`config.mk`:
```
export PLATFORM = sky130hd
export DESIGN_NAME = ccen_top
export DESIGN_NICKNAME = d
export VERILOG_FILES = /design/src/hw/ccen_pkg.sv /design/src/hw/cap_edge.sv /design/src/hw/out_stage.sv /design/src/hw/ccen_top.sv
export SDC_FILE = /design/constraint.sdc
export NUM_CORES = 1
export LEC_CHECK = 0
export ABC_AREA = 1
export BUFFER_PORTS_ARGS = -buffer_cell sky130_fd_sc_hd__buf_2
export CORE_MARGIN = 2
export CORE_UTILIZATION = 53
export DETAILED_ROUTE_END_ITERATION = 6
export PLACE_DENSITY = 0.77
export SLEW_MARGIN = 20
export SYNTH_ARGS = -nofsm -noshare
export SYNTH_HDL_FRONTEND = slang
export SYNTH_HIERARCHICAL = 1
export SYNTH_SLANG_ARGS = --single-unit
```
`constraint.sdc`:
```
create_clock -name MCLK -period 1.3 [get_ports MCLK]
set_input_delay 0.195 -clock MCLK [delete_from_list [all_inputs] [get_ports MCLK]]
set_output_delay 0.195 -clock MCLK [all_outputs]
set_load 0.03 [all_outputs]
```
`src/hw/ccen_pkg.sv`:
```
// Constants for the channel enable and polarity block
package ccen_pkg;
	// ----------------------------------------------------------------
	// Register offsets (byte addresses)
	// ----------------------------------------------------------------
	localparam logic [7:0] ADDR_CCEN = 8'h20;
	localparam logic [7:0] ADDR_DIRSEL = 8'h40;
	localparam logic [7:0] ADDR_BRK = 8'h44;
	localparam logic [7:0] ADDR_IDLE = 8'h48;
	localparam logic [7:0] ADDR_CAPST = 8'h4c;
	// ----------------------------------------------------------------
	// Reset values and implemented bits
	// ----------------------------------------------------------------
	localparam logic [31:0] CCEN_RESET = 32'h0000_0000;
	localparam logic [31:0] CCEN_MASK = 32'h0033_3fff;
	localparam logic [11:0] DIRSEL_RESET = 12'h000;
	localparam logic [2:0] BRK_RESET = 3'h0;
	localparam logic [7:0] DT_RESET = 8'h00;
	localparam logic [5:0] IDLE_MAIN_RESET = 6'h00;
	localparam logic [2:0] IDLE_COMP_RESET = 3'h0;
	// ----------------------------------------------------------------
	// Field positions
	// ----------------------------------------------------------------
	localparam int NUM_CH = 6;
	localparam int NUM_COMP = 3;
	localparam int OUT_EN_BIT [0:5] = '{0, 4, 8, 12, 16, 20};
	localparam int OUT_POL_BIT [0:5] = '{1, 5, 9, 13, 17, 21};
	localparam int COMP_EN_BIT [0:2] = '{2, 6, 10};
	localparam int COMP_POL_BIT [0:2] = '{3, 7, 11};
	localparam int DIRSEL_W = 2;
	localparam int MOE_BIT = 0;
	localparam int IDLE_OFF_BIT = 1;
	localparam int RUN_OFF_BIT = 2;
	localparam int DT_LSB = 8;
	localparam int DT_W = 8;
	localparam int IDLE_COMP_LSB = 8;
	localparam logic [1:0] DIR_OUTPUT = 2'h0;
endpackage

```
`src/hw/cap_edge.sv`:
```
// Input-mode edge selection and capture gating for one channel
`timescale 1ns/1ps
module cap_edge (
	// Clock and reset
	input wire logic clk,
	input wire logic rstn,
	// Control
	input wire logic in_mode,
	input wire logic enable,
	input wire logic polarity,
	// Channel input and results
	input wire logic cap_in,
	output logic trig,
	output logic capture
);
	// ----------------------------------------------------------------
	// Edge detect on the polarity-corrected input
	// ----------------------------------------------------------------
	always_ff @(posedge clk or negedge rstn)
	begin
		if (!rstn)
			trig <= 1'b0;
		else
			trig <= cap_in ^ polarity;
	end

	// Edges while disabled are dropped, not held for later
	always_ff @(posedge clk or negedge rstn)
	begin
		if (!rstn)
			capture <= 1'b0;
		else
			capture <= in_mode & enable & (cap_in ^ polarity) & ~trig;
	end
endmodule

```
`src/hw/out_stage.sv`:
```
// Output stage of one channel: enables, polarity, off states, dead time
`timescale 1ns/1ps
module out_stage (
	// Clock and reset
	input wire logic clk,
	input wire logic rstn,
	// Channel control
	input wire logic out_mode,
	input wire logic ref_wave,
	input wire logic out_en,
	input wire logic out_pol,
	input wire logic comp_en,
	input wire logic comp_pol,
	input wire logic idle_main,
	input wire logic idle_comp,
	// Shared break control
	input wire logic moe,
	input wire logic idle_off_sel,
	input wire logic run_off_sel,
	input wire logic [7:0] dead_time,
	// Pin side
	output logic main_out,
	output logic main_oe,
	output logic comp_out,
	output logic comp_oe
);
	logic prev_ref;
	logic [7:0] dt_cnt;
	logic dt_done;
	logic en;
	logic next_main, next_main_oe, next_comp, next_comp_oe;

	assign en = out_en & out_mode;
	// The cycle that sees a reference edge is never done, so no stale zero count lets a glitch through
	assign dt_done = (dt_cnt == 8'h00) && (ref_wave == prev_ref);

	// ----------------------------------------------------------------
	// Dead time counter, restarted on every reference edge
	// ----------------------------------------------------------------
	always_ff @(posedge clk or negedge rstn)
	begin
		if (!rstn)
		begin
			prev_ref <= 1'b0;
			dt_cnt <= 8'h00;
		end
		else
		begin
			prev_ref <= ref_wave;
			if (ref_wave != prev_ref)
				dt_cnt <= dead_time;
			else if (!dt_done)
				dt_cnt <= dt_cnt - 8'h01;
		end
	end

	always_comb
	begin
		next_main = 1'b0;
		next_main_oe = 1'b0;
		next_comp = 1'b0;
		next_comp_oe = 1'b0;
		if (moe)
		begin
			if (en && comp_en)
			begin
				next_main = (ref_wave & dt_done) ^ out_pol;
				next_comp = (~ref_wave & dt_done) ^ comp_pol;
				next_main_oe = 1'b1;
				next_comp_oe = 1'b1;
			end
			else
			begin
				if (en)
				begin
					next_main = ref_wave ^ out_pol;
					next_main_oe = 1'b1;
				end
				else if (run_off_sel)
				begin
					next_main = out_pol;
					next_main_oe = comp_en;
				end
				if (comp_en)
				begin
					next_comp = ref_wave ^ comp_pol;
					next_comp_oe = 1'b1;
				end
				else if (run_off_sel)
				begin
					next_comp = comp_pol;
					next_comp_oe = en;
				end
			end
		end
		else if (en || comp_en)
		begin
			// Idle levels apply only when the off state is driven
			next_main = idle_off_sel ? idle_main : out_pol;
			next_comp = idle_off_sel ? idle_comp : comp_pol;
			next_main_oe = idle_off_sel;
			next_comp_oe = idle_off_sel;
		end
	end

	always_ff @(posedge clk or negedge rstn)
	begin
		if (!rstn)
		begin
			main_out <= 1'b0;
			main_oe <= 1'b0;
			comp_out <= 1'b0;
			comp_oe <= 1'b0;
		end
		else
		begin
			main_out <= next_main;
			main_oe <= next_main_oe;
			comp_out <= next_comp;
			comp_oe <= next_comp_oe;
		end
	end
endmodule

```
`src/hw/ccen_top.sv`:
```
// Channel enable and polarity register with per-channel output and capture control
//
// Summary of operation
// - Reset clears every enable and polarity bit to zero.
// - Bits 7..4 hold channel 2 enable, polarity, comp enable, comp polarity.
// - Bits 11..8 hold channel 3 enable, polarity, comp enable, comp polarity.
// - Channel 4 has only enable bit 12 and polarity bit 13.
// - Channel 5 has enable bit 16 and polarity bit 17.
// - Channel 6 has enable bit 20 and polarity bit 21.
// - Comp polarity 0 gives active-high comp output, 1 active-low.
// - Comp enable turns comp output on, subject to break and idle controls.
// - In output mode polarity 0 is active high, 1 active low.
// - In input mode polarity picks rising or falling edge and trigger inversion.
// - In output mode enable turns main output on, subject to break controls.
// - In input mode captures happen only while enable is set.
// - Main output only enabled with main output enable gives ref xor polarity.
// - Both outputs enabled give complementary outputs with polarity and dead time.
// - Direction select writes are ignored unless the channel enable is zero.
`timescale 1ns/1ps
module ccen_top (
	// Clock and reset
	input wire logic MCLK,
	input wire logic RESETN,
	// Wishbone slave
	input wire logic WB_CYC_I,
	input wire logic WB_STB_I,
	input wire logic WB_WE_I,
	input wire logic [7:0] WB_ADR_I,
	input wire logic [3:0] WB_SEL_I,
	input wire logic [31:0] WB_DAT_I,
	output logic [31:0] WB_DAT_O,
	output logic WB_ACK_O,
	// Compare reference waves and capture inputs
	input wire logic [5:0] COMPARE_REF_WAVE,
	input wire logic [5:0] CAPTURE_INPUT,
	// Main outputs
	output logic [5:0] MAIN_OUTPUT,
	output logic [5:0] MAIN_OE,
	// Complementary outputs
	output logic [2:0] COMP_OUTPUT,
	output logic [2:0] COMP_OE,
	// Capture side
	output logic [5:0] CAPTURE_EVENT,
	output logic [5:0] TRIGGER_OUT
);
	// ----------------------------------------------------------------
	// Register state
	// ----------------------------------------------------------------
	logic [31:0] channel_enable_polarity;
	logic [11:0] dir_select;
	logic [2:0] brk_ctl;
	logic [7:0] dead_time;
	logic [5:0] idle_main;
	logic [2:0] idle_comp;
	logic [5:0] cap_flag;
	logic [31:0] wmask;
	logic [31:0] rd_mux;
	logic req;
	logic wr;
	logic [5:0] in_mode;

	assign req = WB_CYC_I & WB_STB_I;
	// A write lands on the edge where the master sees ack
	assign wr = req & WB_WE_I & WB_ACK_O;
	assign wmask = {{8{WB_SEL_I[3]}}, {8{WB_SEL_I[2]}}, {8{WB_SEL_I[1]}}, {8{WB_SEL_I[0]}}};

	// ----------------------------------------------------------------
	// Bus handshake: ack one cycle after the request, then drop
	// ----------------------------------------------------------------
	always_ff @(posedge MCLK or negedge RESETN)
	begin
		if (!RESETN)
			WB_ACK_O <= 1'b0;
		else
			WB_ACK_O <= req & ~WB_ACK_O;
	end

	always_comb
	begin
		rd_mux = 32'h0000_0000;
		unique case (WB_ADR_I)
			ccen_pkg::ADDR_CCEN: rd_mux = channel_enable_polarity & ccen_pkg::CCEN_MASK;
			ccen_pkg::ADDR_DIRSEL: rd_mux = {20'h00000, dir_select};
			ccen_pkg::ADDR_BRK: rd_mux = {16'h0000, dead_time, 5'h00, brk_ctl};
			ccen_pkg::ADDR_IDLE: rd_mux = {21'h000000, idle_comp, 2'h0, idle_main};
			ccen_pkg::ADDR_CAPST: rd_mux = {26'h0000000, cap_flag};
			default: rd_mux = 32'h0000_0000;
		endcase
	end

	// Read data is latched with the ack, so it stays stable while ack is high
	always_ff @(posedge MCLK or negedge RESETN)
	begin
		if (!RESETN)
			WB_DAT_O <= 32'h0000_0000;
		else if (req & ~WB_ACK_O)
			WB_DAT_O <= rd_mux;
	end

	// ----------------------------------------------------------------
	// Channel enable and polarity register
	// ----------------------------------------------------------------
	// Reserved bits are never stored, so they read zero whatever is written
	always_ff @(posedge MCLK or negedge RESETN)
	begin
		if (!RESETN)
			channel_enable_polarity <= ccen_pkg::CCEN_RESET;
		else if (wr && WB_ADR_I == ccen_pkg::ADDR_CCEN)
			channel_enable_polarity <= ((channel_enable_polarity & ~wmask) | (WB_DAT_I & wmask))
				& ccen_pkg::CCEN_MASK;
	end

	// ----------------------------------------------------------------
	// Direction select, locked while the channel is enabled
	// ----------------------------------------------------------------
	always_ff @(posedge MCLK or negedge RESETN)
	begin
		if (!RESETN)
			dir_select <= ccen_pkg::DIRSEL_RESET;
		else if (wr && WB_ADR_I == ccen_pkg::ADDR_DIRSEL && WB_SEL_I[0])
		begin
			for (int i = 0; i < ccen_pkg::NUM_CH; i++)
				if (!channel_enable_polarity[ccen_pkg::OUT_EN_BIT[i]])
					dir_select[i*ccen_pkg::DIRSEL_W +: ccen_pkg::DIRSEL_W] <=
						WB_DAT_I[i*ccen_pkg::DIRSEL_W +: ccen_pkg::DIRSEL_W];
		end
	end

	// ----------------------------------------------------------------
	// Break, off-state and dead-time control
	// ----------------------------------------------------------------
	always_ff @(posedge MCLK or negedge RESETN)
	begin
		if (!RESETN)
		begin
			brk_ctl <= ccen_pkg::BRK_RESET;
			dead_time <= ccen_pkg::DT_RESET;
		end
		else if (wr && WB_ADR_I == ccen_pkg::ADDR_BRK)
		begin
			if (WB_SEL_I[0])
				brk_ctl <= WB_DAT_I[2:0];
			if (WB_SEL_I[1])
				dead_time <= WB_DAT_I[ccen_pkg::DT_LSB +: ccen_pkg::DT_W];
		end
	end

	// ----------------------------------------------------------------
	// Idle levels
	// ----------------------------------------------------------------
	always_ff @(posedge MCLK or negedge RESETN)
	begin
		if (!RESETN)
		begin
			idle_main <= ccen_pkg::IDLE_MAIN_RESET;
			idle_comp <= ccen_pkg::IDLE_COMP_RESET;
		end
		else if (wr && WB_ADR_I == ccen_pkg::ADDR_IDLE)
		begin
			if (WB_SEL_I[0])
				idle_main <= WB_DAT_I[5:0];
			if (WB_SEL_I[1])
				idle_comp <= WB_DAT_I[ccen_pkg::IDLE_COMP_LSB +: ccen_pkg::NUM_COMP];
		end
	end

	// ----------------------------------------------------------------
	// Capture flags: write one to clear, a new capture wins
	// ----------------------------------------------------------------
	always_ff @(posedge MCLK or negedge RESETN)
	begin
		if (!RESETN)
			cap_flag <= 6'h00;
		else if (wr && WB_ADR_I == ccen_pkg::ADDR_CAPST && WB_SEL_I[0])
			cap_flag <= (cap_flag & ~WB_DAT_I[5:0]) | CAPTURE_EVENT;
		else
			cap_flag <= cap_flag | CAPTURE_EVENT;
	end

	// ----------------------------------------------------------------
	// Per-channel logic
	// ----------------------------------------------------------------
	for (genvar i = 0; i < ccen_pkg::NUM_CH; i++)
	begin : g_ch
		assign in_mode[i] = dir_select[i*ccen_pkg::DIRSEL_W +: ccen_pkg::DIRSEL_W] != ccen_pkg::DIR_OUTPUT;

		cap_edge u_cap (
			.clk(MCLK),
			.rstn(RESETN),
			.in_mode(in_mode[i]),
			.enable(channel_enable_polarity[ccen_pkg::OUT_EN_BIT[i]]),
			.polarity(channel_enable_polarity[ccen_pkg::OUT_POL_BIT[i]]),
			.cap_in(CAPTURE_INPUT[i]),
			.trig(TRIGGER_OUT[i]),
			.capture(CAPTURE_EVENT[i])
		);

		if (i < ccen_pkg::NUM_COMP)
		begin : g_pair
			out_stage u_out (
				.clk(MCLK),
				.rstn(RESETN),
				.out_mode(~in_mode[i]),
				.ref_wave(COMPARE_REF_WAVE[i]),
				.out_en(channel_enable_polarity[ccen_pkg::OUT_EN_BIT[i]]),
				.out_pol(channel_enable_polarity[ccen_pkg::OUT_POL_BIT[i]]),
				.comp_en(channel_enable_polarity[ccen_pkg::COMP_EN_BIT[i]]),
				.comp_pol(channel_enable_polarity[ccen_pkg::COMP_POL_BIT[i]]),
				.idle_main(idle_main[i]),
				.idle_comp(idle_comp[i]),
				.moe(brk_ctl[ccen_pkg::MOE_BIT]),
				.idle_off_sel(brk_ctl[ccen_pkg::IDLE_OFF_BIT]),
				.run_off_sel(brk_ctl[ccen_pkg::RUN_OFF_BIT]),
				.dead_time(dead_time),
				.main_out(MAIN_OUTPUT[i]),
				.main_oe(MAIN_OE[i]),
				.comp_out(COMP_OUTPUT[i]),
				.comp_oe(COMP_OE[i])
			);
		end
		else
		begin : g_single
			// Channels without a complementary pin keep it tied off
			out_stage u_out (
				.clk(MCLK),
				.rstn(RESETN),
				.out_mode(~in_mode[i]),
				.ref_wave(COMPARE_REF_WAVE[i]),
				.out_en(channel_enable_polarity[ccen_pkg::OUT_EN_BIT[i]]),
				.out_pol(channel_enable_polarity[ccen_pkg::OUT_POL_BIT[i]]),
				.comp_en(1'b0),
				.comp_pol(1'b0),
				.idle_main(idle_main[i]),
				.idle_comp(1'b0),
				.moe(brk_ctl[ccen_pkg::MOE_BIT]),
				.idle_off_sel(brk_ctl[ccen_pkg::IDLE_OFF_BIT]),
				.run_off_sel(brk_ctl[ccen_pkg::RUN_OFF_BIT]),
				.dead_time(dead_time),
				.main_out(MAIN_OUTPUT[i]),
				.main_oe(MAIN_OE[i]),
				.comp_out(),
				.comp_oe()
			);
		end
	end
endmodule

```
==> flow_summary.yaml <==
status:
  status: "finished with violations"
  violations: "setup timing"
floorplan:
  num_rows: 47
  die_area_um2: 17900
  coreArea_um2: 16500
  die_w_um: 134
  die_h_um: 134
  start_util: 0.541
  io_pins: 124
setup_path:
  path_class: "reg -> reg"
  cp.required_ns: 1.60
  cp.arrival_ns: 1.84
  crit_path_end_kind: "flop"
  cp-start-kind: "flop"
  crit_path_max_fanout: 6
layout:
  area_growth_pct: 38.3
  fillers: 1079
  fin_nets: 1477
  fin_cells: 1636
  multi_input_area_um2: 4950
  drive_gt1_frac: 0.388
  regArea_um2: 4030
  final_cell_area_um2: 12400
  antenna_cells: 0
place:
  place_hpwl_um: 17100
  placed_area_um2: 10400
  io_buffers: 98
  place_ws_ns: -0.141
  gp_congestion: 0.921
  dp_cells: 1547
routing:
  vias_per_cell: 5.54
  dr_wl_met3_um: 2140
  wl_met2_um: 14100
  first_pass_iters: 7
  wl_per_cell_um: 17.4
  drtAntennaViolNets: 0
  wl_met1_um: 11000
  drc: 0
  highest_layer: "met4"
  drt-initial-drc-count: 885
  vias: 9064
  routed_wl_um: 28500
cts:
  clkTransAtPathRegs_ns: 0.06
  cts.sinks: 161
  cts_root_buf: "clkbuf_16"
  cts_inserted_buffers: 17
  cts_tree: "built"
  clk_path_buf_depth: 2
  insertion_delay_ns: 0.43
  h-tree-depth: 4
timing:
  rsz0062_at_grt: "yes"
  slew_violations: 0
  max_freq_mhz: 653
  fin_skew_ns: 0.00993
  tightest_slew_ns: 0.673
  setup_slack_ns: -0.232
  slew_headroom: 0.551
  holdWs_ns: 0.00505
  min_period_ns: 1.53
  setup_viol: 48
  period_share: 1.18
  hold_viol: 0
power_and_ir_drop:
  irDropWorstVdd_mv: 1.05
  p_leak_nw: 6.28
  p_total_mw: 15.0
  power_density_nw_per_um2: 1210
logic_synthesis:
  syn_inst: 1139
  synthesis.area_um2: 8950
  avgSynthCellArea_um2: 7.86
  ys_warn_count: 6
global_routing:
  antenna_found_initial: 0
  grt_max_degree: 47
  grt_pass1_wl_um: 40700
  grt.total_usage: 0.288
  grt.overflow.total: 0
  grt_pass1_vias: 8359
flow_run:
  drv_cap: 0
worst_hold_path:
  min_path_type: "in -> reg"
-- per-layer routing --
metal / global-route usage / vias to the layer above
li1: - / 4149
met1: 0.363 / 4322
met2: 0.489 / 479
met3: 0.0529 / 114
met4: 0.121 / 0
met5: 0 / -
-- power by group --
part	switching [mW]	total, mW	internal (mW)	leakage, nW
Clock	2.11	5.22	3.11	0.289
Combinational	2.20	3.93	1.73	3.89
Sequential	0.407	5.80	5.40	2.10
-- critical path, stage by stage (launching register included) --
cell     delay [ns]
dfrtp_1        0.40
inv_2          0.11
ha_4           0.14
nand2_2        0.07
nor2_4         0.20
nand4_1        0.14
nand3_1        0.13
nand2_1        0.07
nand2_1        0.06
nand2_1        0.09
-- metrics by stage --
| step | TNS, ns | utilization |
|---|---|---|
| 6_report | -3.80 | 0.749 |
| 3_3_place_gp | -3.08 | 0.629 |
| 3_5_place_dp | -5.13 | 0.629 |
| 4_1_cts | -0.417 | 0.696 |
| 2_1_floorplan | -0.228 | - |
| 5_1_grt | -8.80 | 0.749 |
-- cell usage in the layout (no fill, tap or decap), types with 7 or more instances in the layout --
master / count
a21oi_1: 13
a21oi_2: 7
buf_2: 94
buf_4: 123
buf_6: 22
clkbuf_16: 17
conb_1: 15
dfrtp_1: 158
inv_1: 132
inv_2: 21
inv_4: 9
nand2_1: 264
nand2_2: 64
nand2_4: 31
nand2_8: 8
nand3_1: 77
nand3b_1: 9
nand4_1: 9
nor2_1: 34
nor2_2: 31
nor2_4: 28
o21ai_0: 52
o21ai_1: 44
o21ai_2: 41
xor2_1: 13
-- repair_timing --
action	in CTS	in global routing
hold endpoints to repair	168	0
buffers inserted	22	23
setup endpoints to repair	74	106
cloned	0	8
gates resized for setup	79	215
hold buffers	8	0
pin swaps	36	63
-- path summary, 6_finish.rpt --
check	startpoint	endpoint	slack, ns	depth (start not counted)
max	g_ch[2].g_pair.u_out/dt_cnt[0]	g_ch[2].g_pair.u_out/comp_out	-0.23	9
min	WB_DAT_I[17]	flop	0.005	3
max reg2reg	g_ch[2].g_pair.u_out/dt_cnt[0]	g_ch[2].g_pair.u_out/comp_out	-0.23	9
min reg2reg	g_ch[0].u_cap/capture	cap_flag[0]	0.46	1
max in group asynchronous	RESETN	g_ch[3].g_single.u_out/dt_cnt[2]	0.53	3
min in group asynchronous	RESETN	g_ch[5].u_cap/capture	0.17	2
-- final cells by class --
class | count | area share
Sequential cell | 161 | 0.326
Inverter | 165 | 0.0537
Timing Repair Buffer | 254 | 0.150
Multi-Input combinational cell | 805 | 0.400
Clock inverter | 10 | 0.0108
Clock buffer | 21 | 0.0372
Tap cell | 220 | 0.0222
(Power assumes the default switching activity.)
